## config.mk

```make
export PLATFORM = sky130hd
export DESIGN_NAME = bst_tap
export DESIGN_NICKNAME = d
export VERILOG_FILES = /design/src/inc/bst_pkg.sv /design/src/logic/bst_sync.sv /design/src/logic/bst_tap.sv
export SDC_FILE = /design/constraint.sdc
export NUM_CORES = 1
export LEC_CHECK = 0
export BUFFER_PORTS_ARGS = -buffer_cell sky130_fd_sc_hd__buf_2
export CAP_MARGIN = 30
export CELL_PAD_IN_SITES_DETAIL_PLACEMENT = 1
export CELL_PAD_IN_SITES_GLOBAL_PLACEMENT = 1
export CORE_ASPECT_RATIO = 1.5
export CORE_MARGIN = 2
export CORE_UTILIZATION = 43
export CTS_BUF_LIST = sky130_fd_sc_hd__clkbuf_4
export DETAILED_ROUTE_END_ITERATION = 10
export GPL_ROUTABILITY_DRIVEN = 0
export GPL_TIMING_DRIVEN = 0
export MAX_ROUTING_LAYER = met4
export PLACE_DENSITY = 0.77
export SLEW_MARGIN = 30
export SYNTH_ARGS = -nofsm -noshare
export SYNTH_HDL_FRONTEND = slang
export SYNTH_SLANG_ARGS = --single-unit
```

## constraint.sdc

```tcl
create_clock -name clk_i -period 6.7 [get_ports clk_i]
set_input_delay 1.34 -clock clk_i [delete_from_list [all_inputs] [get_ports clk_i]]
set_output_delay 1.34 -clock clk_i [all_outputs]
set_load 0.03 [all_outputs]
```

## src/inc/bst_pkg.sv

```systemverilog
// Boundary-scan test access port constants, opcodes and state type.
// Assumes one system clock that oversamples the test clock pin.
package bst_pkg;

    localparam int         IR_W            = 3;
    localparam int         ID_W            = 32;
    localparam int         BIST_W          = 2;
    localparam int         CELLS_PER_PIN   = 3;
    localparam int         CELL_IN         = 0;
    localparam int         CELL_OUT        = 1;
    localparam int         CELL_OE         = 2;
    localparam logic [2:0] RESET_RUN_LEN   = 3'h5;
    localparam logic [2:0] RUN_ZERO        = 3'h0;
    localparam logic [2:0] RUN_ONE         = 3'h1;

    localparam logic [IR_W-1:0] OP_EXTEST  = 3'h0;
    localparam logic [IR_W-1:0] OP_IDCODE  = 3'h1;
    localparam logic [IR_W-1:0] OP_SAMPLE  = 3'h2;
    localparam logic [IR_W-1:0] OP_CLAMP   = 3'h3;
    localparam logic [IR_W-1:0] OP_HIGHZ   = 3'h4;
    localparam logic [IR_W-1:0] OP_USBBIST = 3'h5;
    localparam logic [IR_W-1:0] OP_BYPASS  = 3'h7;
    localparam logic [IR_W-1:0] IR_CAPTURE = 3'h1;

    // Arbitrary identification value; bit 0 must stay set
    localparam logic [ID_W-1:0] ID_DEFAULT = 32'h0ABC_D001;

    typedef enum logic [3:0] {
        BST_TLR   = 4'h0,
        BST_RTI   = 4'h1,
        BST_SELDR = 4'h3,
        BST_CAPDR = 4'h2,
        BST_SHDR  = 4'h6,
        BST_EX1DR = 4'h7,
        BST_PDR   = 4'h5,
        BST_EX2DR = 4'h4,
        BST_UPDR  = 4'hC,
        BST_SELIR = 4'hD,
        BST_CAPIR = 4'hF,
        BST_SHIR  = 4'hE,
        BST_EX1IR = 4'hA,
        BST_PIR   = 4'hB,
        BST_EX2IR = 4'h9,
        BST_UPIR  = 4'h8
    } bst_state_t;

endpackage

```

## src/logic/bst_sync.sv

```systemverilog
// Two-flop synchroniser for a bus of independent level signals.
// Assumes each bit changes slowly relative to clk_i.
module bst_sync #(
    parameter int W = 1
) (
    input  wire logic         clk_i,
    input  wire logic         rst_i,
    input  wire logic [W-1:0] d_i,
    output logic      [W-1:0] q_o
);
    logic [W-1:0] meta_reg;

    always_ff @(posedge clk_i or posedge rst_i) begin
        if (rst_i) begin
            meta_reg <= '0;
            q_o      <= '0;
        end else begin
            meta_reg <= d_i;
            q_o      <= meta_reg;
        end
    end
endmodule

```

## src/logic/bst_tap.sv

```systemverilog
// Boundary-scan test access port with boundary chain over digital pins.
// Assumes tck/tms/tdi come from pins; tck is slow against clk_i.
// Functional notes
// - TMS and TDI are taken only at a rising test clock edge.
// - TDO changes only at a falling test clock edge.
// - TMS and TDI high for five test clocks resets the test logic.
// - Opcodes 111 bypass, 010 sample/preload, 000 extest are decoded.
// - Opcodes 011 clamp, 100 highz, 001 idcode are decoded.
// - Port has exactly four pins: TDO, TDI, TCK, TMS.
// - State machine and register selection follow the 1990 scan standard.
// - Every digital pin has a cell; analog and crystal_output_pin have none.
// - A scan instruction gives access to the USB self-test.
module bst_tap
    import bst_pkg::*;
#(
    parameter int              NUM_PINS = 12,
    parameter logic [ID_W-1:0] ID_VALUE = ID_DEFAULT
) (
    input  wire logic                clk_i,
    input  wire logic                rst_i,
    input  wire logic                tck_i,
    input  wire logic                tms_i,
    input  wire logic                tdi_i,
    output logic                     tdo_o,
    output logic                     tdo_oe_o,
    input  wire logic [NUM_PINS-1:0] core_out_i,
    input  wire logic [NUM_PINS-1:0] core_oe_i,
    output logic      [NUM_PINS-1:0] core_in_o,
    input  wire logic [NUM_PINS-1:0] pad_in_i,
    output logic      [NUM_PINS-1:0] pad_out_o,
    output logic      [NUM_PINS-1:0] pad_oe_o,
    output logic                     bist_run_o,
    input  wire logic                bist_done_i,
    input  wire logic                bist_pass_i
);
    localparam int BSR_W = NUM_PINS * CELLS_PER_PIN;

    logic [2:0]          jtag_s;
    logic                tck_s;
    logic                tms_s;
    logic                tdi_s;
    logic [NUM_PINS-1:0] pad_in_s;
    logic                tck_d_reg;

    // Four pins only; no reset pin on this port
    bst_sync #(.W(3)) u_sync_jtag (
        .clk_i (clk_i),
        .rst_i (rst_i),
        .d_i   ({tck_i, tms_i, tdi_i}),
        .q_o   (jtag_s)
    );

    bst_sync #(.W(NUM_PINS)) u_sync_pads (
        .clk_i (clk_i),
        .rst_i (rst_i),
        .d_i   (pad_in_i),
        .q_o   (pad_in_s)
    );

    assign tck_s = jtag_s[2];
    assign tms_s = jtag_s[1];
    assign tdi_s = jtag_s[0];

    always_ff @(posedge clk_i or posedge rst_i) begin
        if (rst_i) begin
            tck_d_reg <= 1'b0;
        end else begin
            tck_d_reg <= tck_s;
        end
    end

    wire tck_rise = tck_s & ~tck_d_reg;
    wire tck_fall = ~tck_s & tck_d_reg;

    bst_state_t          state_reg;
    bst_state_t          state_next;
    logic [2:0]          run_reg;
    logic [IR_W-1:0]     ir_reg;
    logic [IR_W-1:0]     ir_shift_reg;
    logic                byp_reg;
    logic [ID_W-1:0]     id_shift_reg;
    logic [BIST_W-1:0]   bist_shift_reg;
    logic [BSR_W-1:0]    bsr_shift_reg;
    logic [BSR_W-1:0]    bsr_upd_reg;
    logic                tdo_reg;
    logic                tdo_oe_reg;

    // Standard transition graph
    always_comb begin
        case (state_reg)
            BST_TLR:   state_next = tms_s ? BST_TLR   : BST_RTI;
            BST_RTI:   state_next = tms_s ? BST_SELDR : BST_RTI;
            BST_SELDR: state_next = tms_s ? BST_SELIR : BST_CAPDR;
            BST_CAPDR: state_next = tms_s ? BST_EX1DR : BST_SHDR;
            BST_SHDR:  state_next = tms_s ? BST_EX1DR : BST_SHDR;
            BST_EX1DR: state_next = tms_s ? BST_UPDR  : BST_PDR;
            BST_PDR:   state_next = tms_s ? BST_EX2DR : BST_PDR;
            BST_EX2DR: state_next = tms_s ? BST_UPDR  : BST_SHDR;
            BST_UPDR:  state_next = tms_s ? BST_SELDR : BST_RTI;
            BST_SELIR: state_next = tms_s ? BST_TLR   : BST_CAPIR;
            BST_CAPIR: state_next = tms_s ? BST_EX1IR : BST_SHIR;
            BST_SHIR:  state_next = tms_s ? BST_EX1IR : BST_SHIR;
            BST_EX1IR: state_next = tms_s ? BST_UPIR  : BST_PIR;
            BST_PIR:   state_next = tms_s ? BST_EX2IR : BST_PIR;
            BST_EX2IR: state_next = tms_s ? BST_UPIR  : BST_SHIR;
            BST_UPIR:  state_next = tms_s ? BST_SELDR : BST_RTI;
            default:   state_next = BST_TLR;
        endcase
    end

    // Instruction decode
    wire is_extest = (ir_reg == OP_EXTEST);
    wire is_sample = (ir_reg == OP_SAMPLE);
    wire is_idcode = (ir_reg == OP_IDCODE);
    wire is_clamp  = (ir_reg == OP_CLAMP);
    wire is_highz  = (ir_reg == OP_HIGHZ);
    wire is_bist   = (ir_reg == OP_USBBIST);
    wire sel_bsr   = is_extest | is_sample;
    // Unused opcodes fall to bypass as the standard asks
    wire sel_byp   = ~(sel_bsr | is_idcode | is_bist);
    wire pins_test = is_extest | is_clamp | is_highz;

    wire in_tlr  = (state_reg == BST_TLR);
    wire cap_dr  = (state_reg == BST_CAPDR);
    wire sh_dr   = (state_reg == BST_SHDR);
    wire upd_dr  = (state_reg == BST_UPDR);
    wire cap_ir  = (state_reg == BST_CAPIR);
    wire sh_ir   = (state_reg == BST_SHIR);
    wire upd_ir  = (state_reg == BST_UPIR);
    wire both_hi = tms_s & tdi_s;
    wire run_hit = both_hi && (run_reg == RESET_RUN_LEN - RUN_ONE);

    wire dr_out = sel_byp   ? byp_reg          :
                  sel_bsr   ? bsr_shift_reg[0] :
                  is_idcode ? id_shift_reg[0]  : bist_shift_reg[0];
    wire tdo_next = sh_ir ? ir_shift_reg[0] : dr_out;

    // Capture/shift only on the test clock rising edge
    always_ff @(posedge clk_i or posedge rst_i) begin
        if (rst_i) begin
            state_reg <= BST_TLR;
            run_reg   <= RUN_ZERO;
        end else if (tck_rise) begin
            run_reg   <= both_hi ? (run_hit ? RUN_ZERO : run_reg + RUN_ONE) : RUN_ZERO;
            state_reg <= run_hit ? BST_TLR : state_next;
        end
    end

    always_ff @(posedge clk_i or posedge rst_i) begin
        if (rst_i) begin
            ir_reg       <= OP_IDCODE;
            ir_shift_reg <= IR_CAPTURE;
        end else if (tck_rise) begin
            if (in_tlr) begin
                ir_reg <= OP_IDCODE;
            end else if (upd_ir) begin
                ir_reg <= ir_shift_reg;
            end
            if (cap_ir) begin
                ir_shift_reg <= IR_CAPTURE;
            end else if (sh_ir) begin
                ir_shift_reg <= {tdi_s, ir_shift_reg[IR_W-1:1]};
            end
        end
    end

    always_ff @(posedge clk_i or posedge rst_i) begin
        if (rst_i) begin
            byp_reg        <= 1'b0;
            id_shift_reg   <= '0;
            bist_shift_reg <= '0;
        end else if (tck_rise) begin
            if (cap_dr) begin
                byp_reg        <= 1'b0;
                id_shift_reg   <= ID_VALUE;
                bist_shift_reg <= {bist_pass_i, bist_done_i};
            end else if (sh_dr) begin
                byp_reg        <= tdi_s;
                id_shift_reg   <= {tdi_s, id_shift_reg[ID_W-1:1]};
                bist_shift_reg <= {tdi_s, bist_shift_reg[BIST_W-1:1]};
            end
        end
    end

    // Cell i*3+0 input, +1 output value, +2 output enable
    logic [BSR_W-1:0] bsr_capture;
    genvar g;
    generate
        for (g = 0; g < NUM_PINS; g++) begin : g_cell
            assign bsr_capture[g*CELLS_PER_PIN+CELL_IN]  = pad_in_s[g];
            assign bsr_capture[g*CELLS_PER_PIN+CELL_OUT] = core_out_i[g];
            assign bsr_capture[g*CELLS_PER_PIN+CELL_OE]  = core_oe_i[g];
        end
    endgenerate

    always_ff @(posedge clk_i or posedge rst_i) begin
        if (rst_i) begin
            bsr_shift_reg <= '0;
            bsr_upd_reg   <= '0;
        end else if (tck_rise) begin
            if (in_tlr) begin
                bsr_upd_reg <= '0;
            end else if (upd_dr && sel_bsr) begin
                bsr_upd_reg <= bsr_shift_reg;
            end
            if (cap_dr && sel_bsr) begin
                bsr_shift_reg <= bsr_capture;
            end else if (sh_dr && sel_bsr) begin
                bsr_shift_reg <= {tdi_s, bsr_shift_reg[BSR_W-1:1]};
            end
        end
    end

    // TDO launched on the falling edge, sampled by tester on next rise
    always_ff @(posedge clk_i or posedge rst_i) begin
        if (rst_i) begin
            tdo_reg    <= 1'b0;
            tdo_oe_reg <= 1'b0;
        end else if (tck_fall) begin
            tdo_reg    <= tdo_next;
            tdo_oe_reg <= sh_dr | sh_ir;
        end
    end

    // Pad and core muxes; crystal_output_pin is not in this chain
    logic [NUM_PINS-1:0] pad_out_next;
    logic [NUM_PINS-1:0] pad_oe_next;
    logic [NUM_PINS-1:0] core_in_next;
    generate
        for (g = 0; g < NUM_PINS; g++) begin : g_pin
            wire upd_in  = bsr_upd_reg[g*CELLS_PER_PIN+CELL_IN];
            wire upd_out = bsr_upd_reg[g*CELLS_PER_PIN+CELL_OUT];
            wire upd_oe  = bsr_upd_reg[g*CELLS_PER_PIN+CELL_OE];
            assign pad_out_next[g] = pins_test ? upd_out : core_out_i[g];
            assign pad_oe_next[g]  = is_highz ? 1'b0 :
                                     pins_test ? upd_oe : core_oe_i[g];
            assign core_in_next[g] = pins_test ? upd_in : pad_in_s[g];
        end
    endgenerate

    // Registered outputs add one clk of latency to functional pin paths
    always_ff @(posedge clk_i or posedge rst_i) begin
        if (rst_i) begin
            pad_out_o  <= '0;
            pad_oe_o   <= '0;
            core_in_o  <= '0;
            bist_run_o <= 1'b0;
        end else begin
            pad_out_o  <= pad_out_next;
            pad_oe_o   <= pad_oe_next;
            core_in_o  <= core_in_next;
            bist_run_o <= is_bist && (state_reg == BST_RTI);
        end
    end

    assign tdo_o    = tdo_reg;
    assign tdo_oe_o = tdo_oe_reg;
endmodule

```

==> out/metrics.yaml <==
die_h_um: 168
crit_family: "flip-flops"
clock_sinks: 189
syn_area_um2: 7740
insertion_delay_ns: 0.60
start_util_pct: 43.5
drtAntennaViolNets: 0
ios: 82
cts_buffers: 17
ys_seq_area_share_pct: 61.1
first_pass_iters: 4
min_from: "u_sync_pads.meta_reg[11]"
r2r_cells: 6
synth_cells: 764
grt_pass1_wl_um: 31500
place_ws_ns: 4.19
die_area_um2: 19100
viasPerCell: 5.29
ctsLongestPathBuffers: 2
period_needed_ns: 2.54
antenna_found_initial: 1
cp-start-kind: "flop"
core_um2: 17800
drv_cap: 0
worstHoldPathType: "reg -> reg"
post-route-period-util_pct: 38.0
power.total_mw: 3.92
setup_viol_count_final: 0
dieWidth_um: 114
intPower_mw: 2.30
holdBufCountCts: 0
p_per_area_nw_per_um2: 446
synth-edff-count: 0
combPwrFrac_pct: 38.8
clk_pin_slew_worst_paths_ns: 0.16
critPathBufInv: 1
worstPathRequired_ns: 5.36
syn-num-nets: 809
p_switching_mw: 1.63
avgSynthCellArea_um2: 10.1
vdd_drop_max_uv: 190
status: "complete, no violations"
drv_slew: 0
cts_tree: "yes"
fp-row-count: 60
holdPathStages: 0
finalNetCount: 911
cp_max_fo: 2
io_buffers: 81
fin_worst_skew_ns: 0.0272
grt_max_degree: 69
post-cts-setup-buffer-count: 0
post_drt_wl_per_cell_um: 17.1
cts_root_buf: "clkbuf_4"
final_layout_size_suffix_gt1_share_pct: 18.6
ys_ff_latch: 189
async_flop_share_pct: 100
slew_headroom_pct: 48.6
wirelength_um: 18700
synth-warning-count: 0
rsz0062_at_grt: "no"
clockPowerShare_pct: 17.2
htree_num_levels: 4
grt_pass1_vias: 6243
rr_startpoint: "ir_reg[0]"
end_kind: "primary output"
grtUsageTotal_pct: 21.6
reg2reg_to: "pad_oe_o[6]"
path_cells: "buf_2"
hpwl_um: 13400
drt_iter0_markers: 259
finalSetupTns_ns: 0
num_vias: 5793
rrSetupSlack_ns: 4.41
hold_viol: 0
worstPathArrival_ns: 1.20
tightest_slew_ns: 0.772
min_to: "u_sync_pads.q_o[11]"
switching_share_pct: 41.5
seqPwrFrac_pct: 44.0
path_class: "reg -> out"
max_freq_ghz: 0.393
fin_ws_ns: 4.16
ys_types: 47
syn2layout_area_growth_pct: 13.5
cpPeakStageDelay_ns: 0.41
post_cts_resize_count: 0
crit_slowest_cell: "dfrtp_1"
synth_ff_type: "dfrtp_1"
drc: 0
cellLeakagePower_nw: 4.14
gr-total-overflow: 0
cells in the final DEF (no fill, tap or decap), types with 4 or more instances in the layout:
master      Yosys  layout
o21ai_2        22      22
mux2i_1        38      38
a31oi_1        14      14
inv_6           0       5
nand3_1        23      23
o21ai_0        26      26
nand2_1       211     211
buf_6           7       7
clkinvlp_4      0       4
inv_1          16      15
clkbuf_4        0      17
buf_2          10      91
dfrtp_1       187     187
a21oi_1        51      51
nor2b_1         5       5
nand2b_1        7       7
clkbuf_1       31      31
o21ai_1        16      16
nor2_1         54      54
worst max path at each step:
stage,slack (ns),to,from,cells past startpoint
after CTS,4.11,tdo_o,tdo_o,1
after global routing,4.09,tdo_o,tdo_o,1
after floorplan,0.22,bist_run_o,rst_i,1
after global placement,-2.00,pad_out_o[8],rst_i,2
final,4.16,tdo_o,tdo_o,1
after detailed placement,4.19,ir_reg[0],rst_i,4
cells in the mapped netlist, types with 2 or more instances:
| master | number | area share, % |
|---|---|---|
| o22a_1 | 2 | 0.23 |
| o211ai_1 | 2 | 0.19 |
| nand3b_1 | 3 | 0.29 |
| dfrtp_1 | 187 | 60 |
| nand2_1 | 211 | 10 |
| o21ai_1 | 16 | 1.0 |
| nor3_1 | 2 | 0.13 |
| buf_2 | 10 | 0.65 |
| nand3_1 | 23 | 1.5 |
| a32o_1 | 2 | 0.26 |
| nor2_1 | 54 | 2.6 |
| a21oi_1 | 51 | 3.3 |
| nand2b_1 | 7 | 0.57 |
| ha_1 | 2 | 0.32 |
| clkbuf_1 | 31 | 1.5 |
| nor3b_1 | 3 | 0.29 |
| nor2b_1 | 5 | 0.40 |
| inv_1 | 16 | 0.78 |
| buf_6 | 7 | 1.0 |
| mux2i_1 | 38 | 4.9 |
| buf_8 | 3 | 0.58 |
| buf_1 | 2 | 0.097 |
| o21ai_2 | 22 | 2.5 |
| dfstp_2 | 2 | 0.68 |
| a31oi_1 | 14 | 1.1 |
| or2_1 | 2 | 0.16 |
| o21ai_0 | 26 | 1.7 |
| or4_1 | 2 | 0.19 |
power groups by stage:
stage	Combinational [mW]	Sequential (mW)	Clock [mW]
floorplan	0.890	1.93	0
global placement	1.48	1.74	0
detailed placement	1.54	1.75	0
CTS	1.55	1.73	0.695
global route	1.68	1.77	0.738
finish	1.52	1.73	0.675
cell families after synthesis:
group / synth area share [%]
muxes: 5.06
AOI/OAI and AO/OA: 11.4
and+or+nand+nor: 17.3
adders and majority gates: 0.323
xor gates and xnor gates: 0.113
DFF: 61.1
buffers and inverters: 4.72
per-stage QoR:
stage	instance area (µm²)	hold slack [ns]	utilization, %	instances
after global placement	8420	0.331	47.3	1062
after floorplan	7740	0.331	-	764
after detailed placement	8480	0.336	47.7	1064
after global routing	8790	0.344	49.4	1096
final	8790	0.341	49.4	1096
after CTS	8790	0.355	49.4	1095
layout make-up:
| type | count | area [µm²] |
|---|---|---|
| repair buffers | 83 | 460 |
| flip-flops and latches | 189 | 4730 |
| inverters | 16 | 67.6 |
| fillers | 2102 | 9000 |
| plain buffers | 54 | 305 |
| multi-input cells | 505 | 2640 |
| clock inverters | 14 | 179 |
| well taps | 217 | 272 |
| diodes | 1 | 2.50 |
| clock buffers | 17 | 128 |
metal layers:
layer | global-route usage, % | wire length (µm) | share of wire (%)
met1 | 24.5 | 7780 | 42
met2 | 38.7 | 10200 | 54
met3 | 3.60 | 490 | 2.6
met4 | 7.00 | 297 | 1.6
met5 | - | 0 | 0
(Power assumes the default switching activity.)
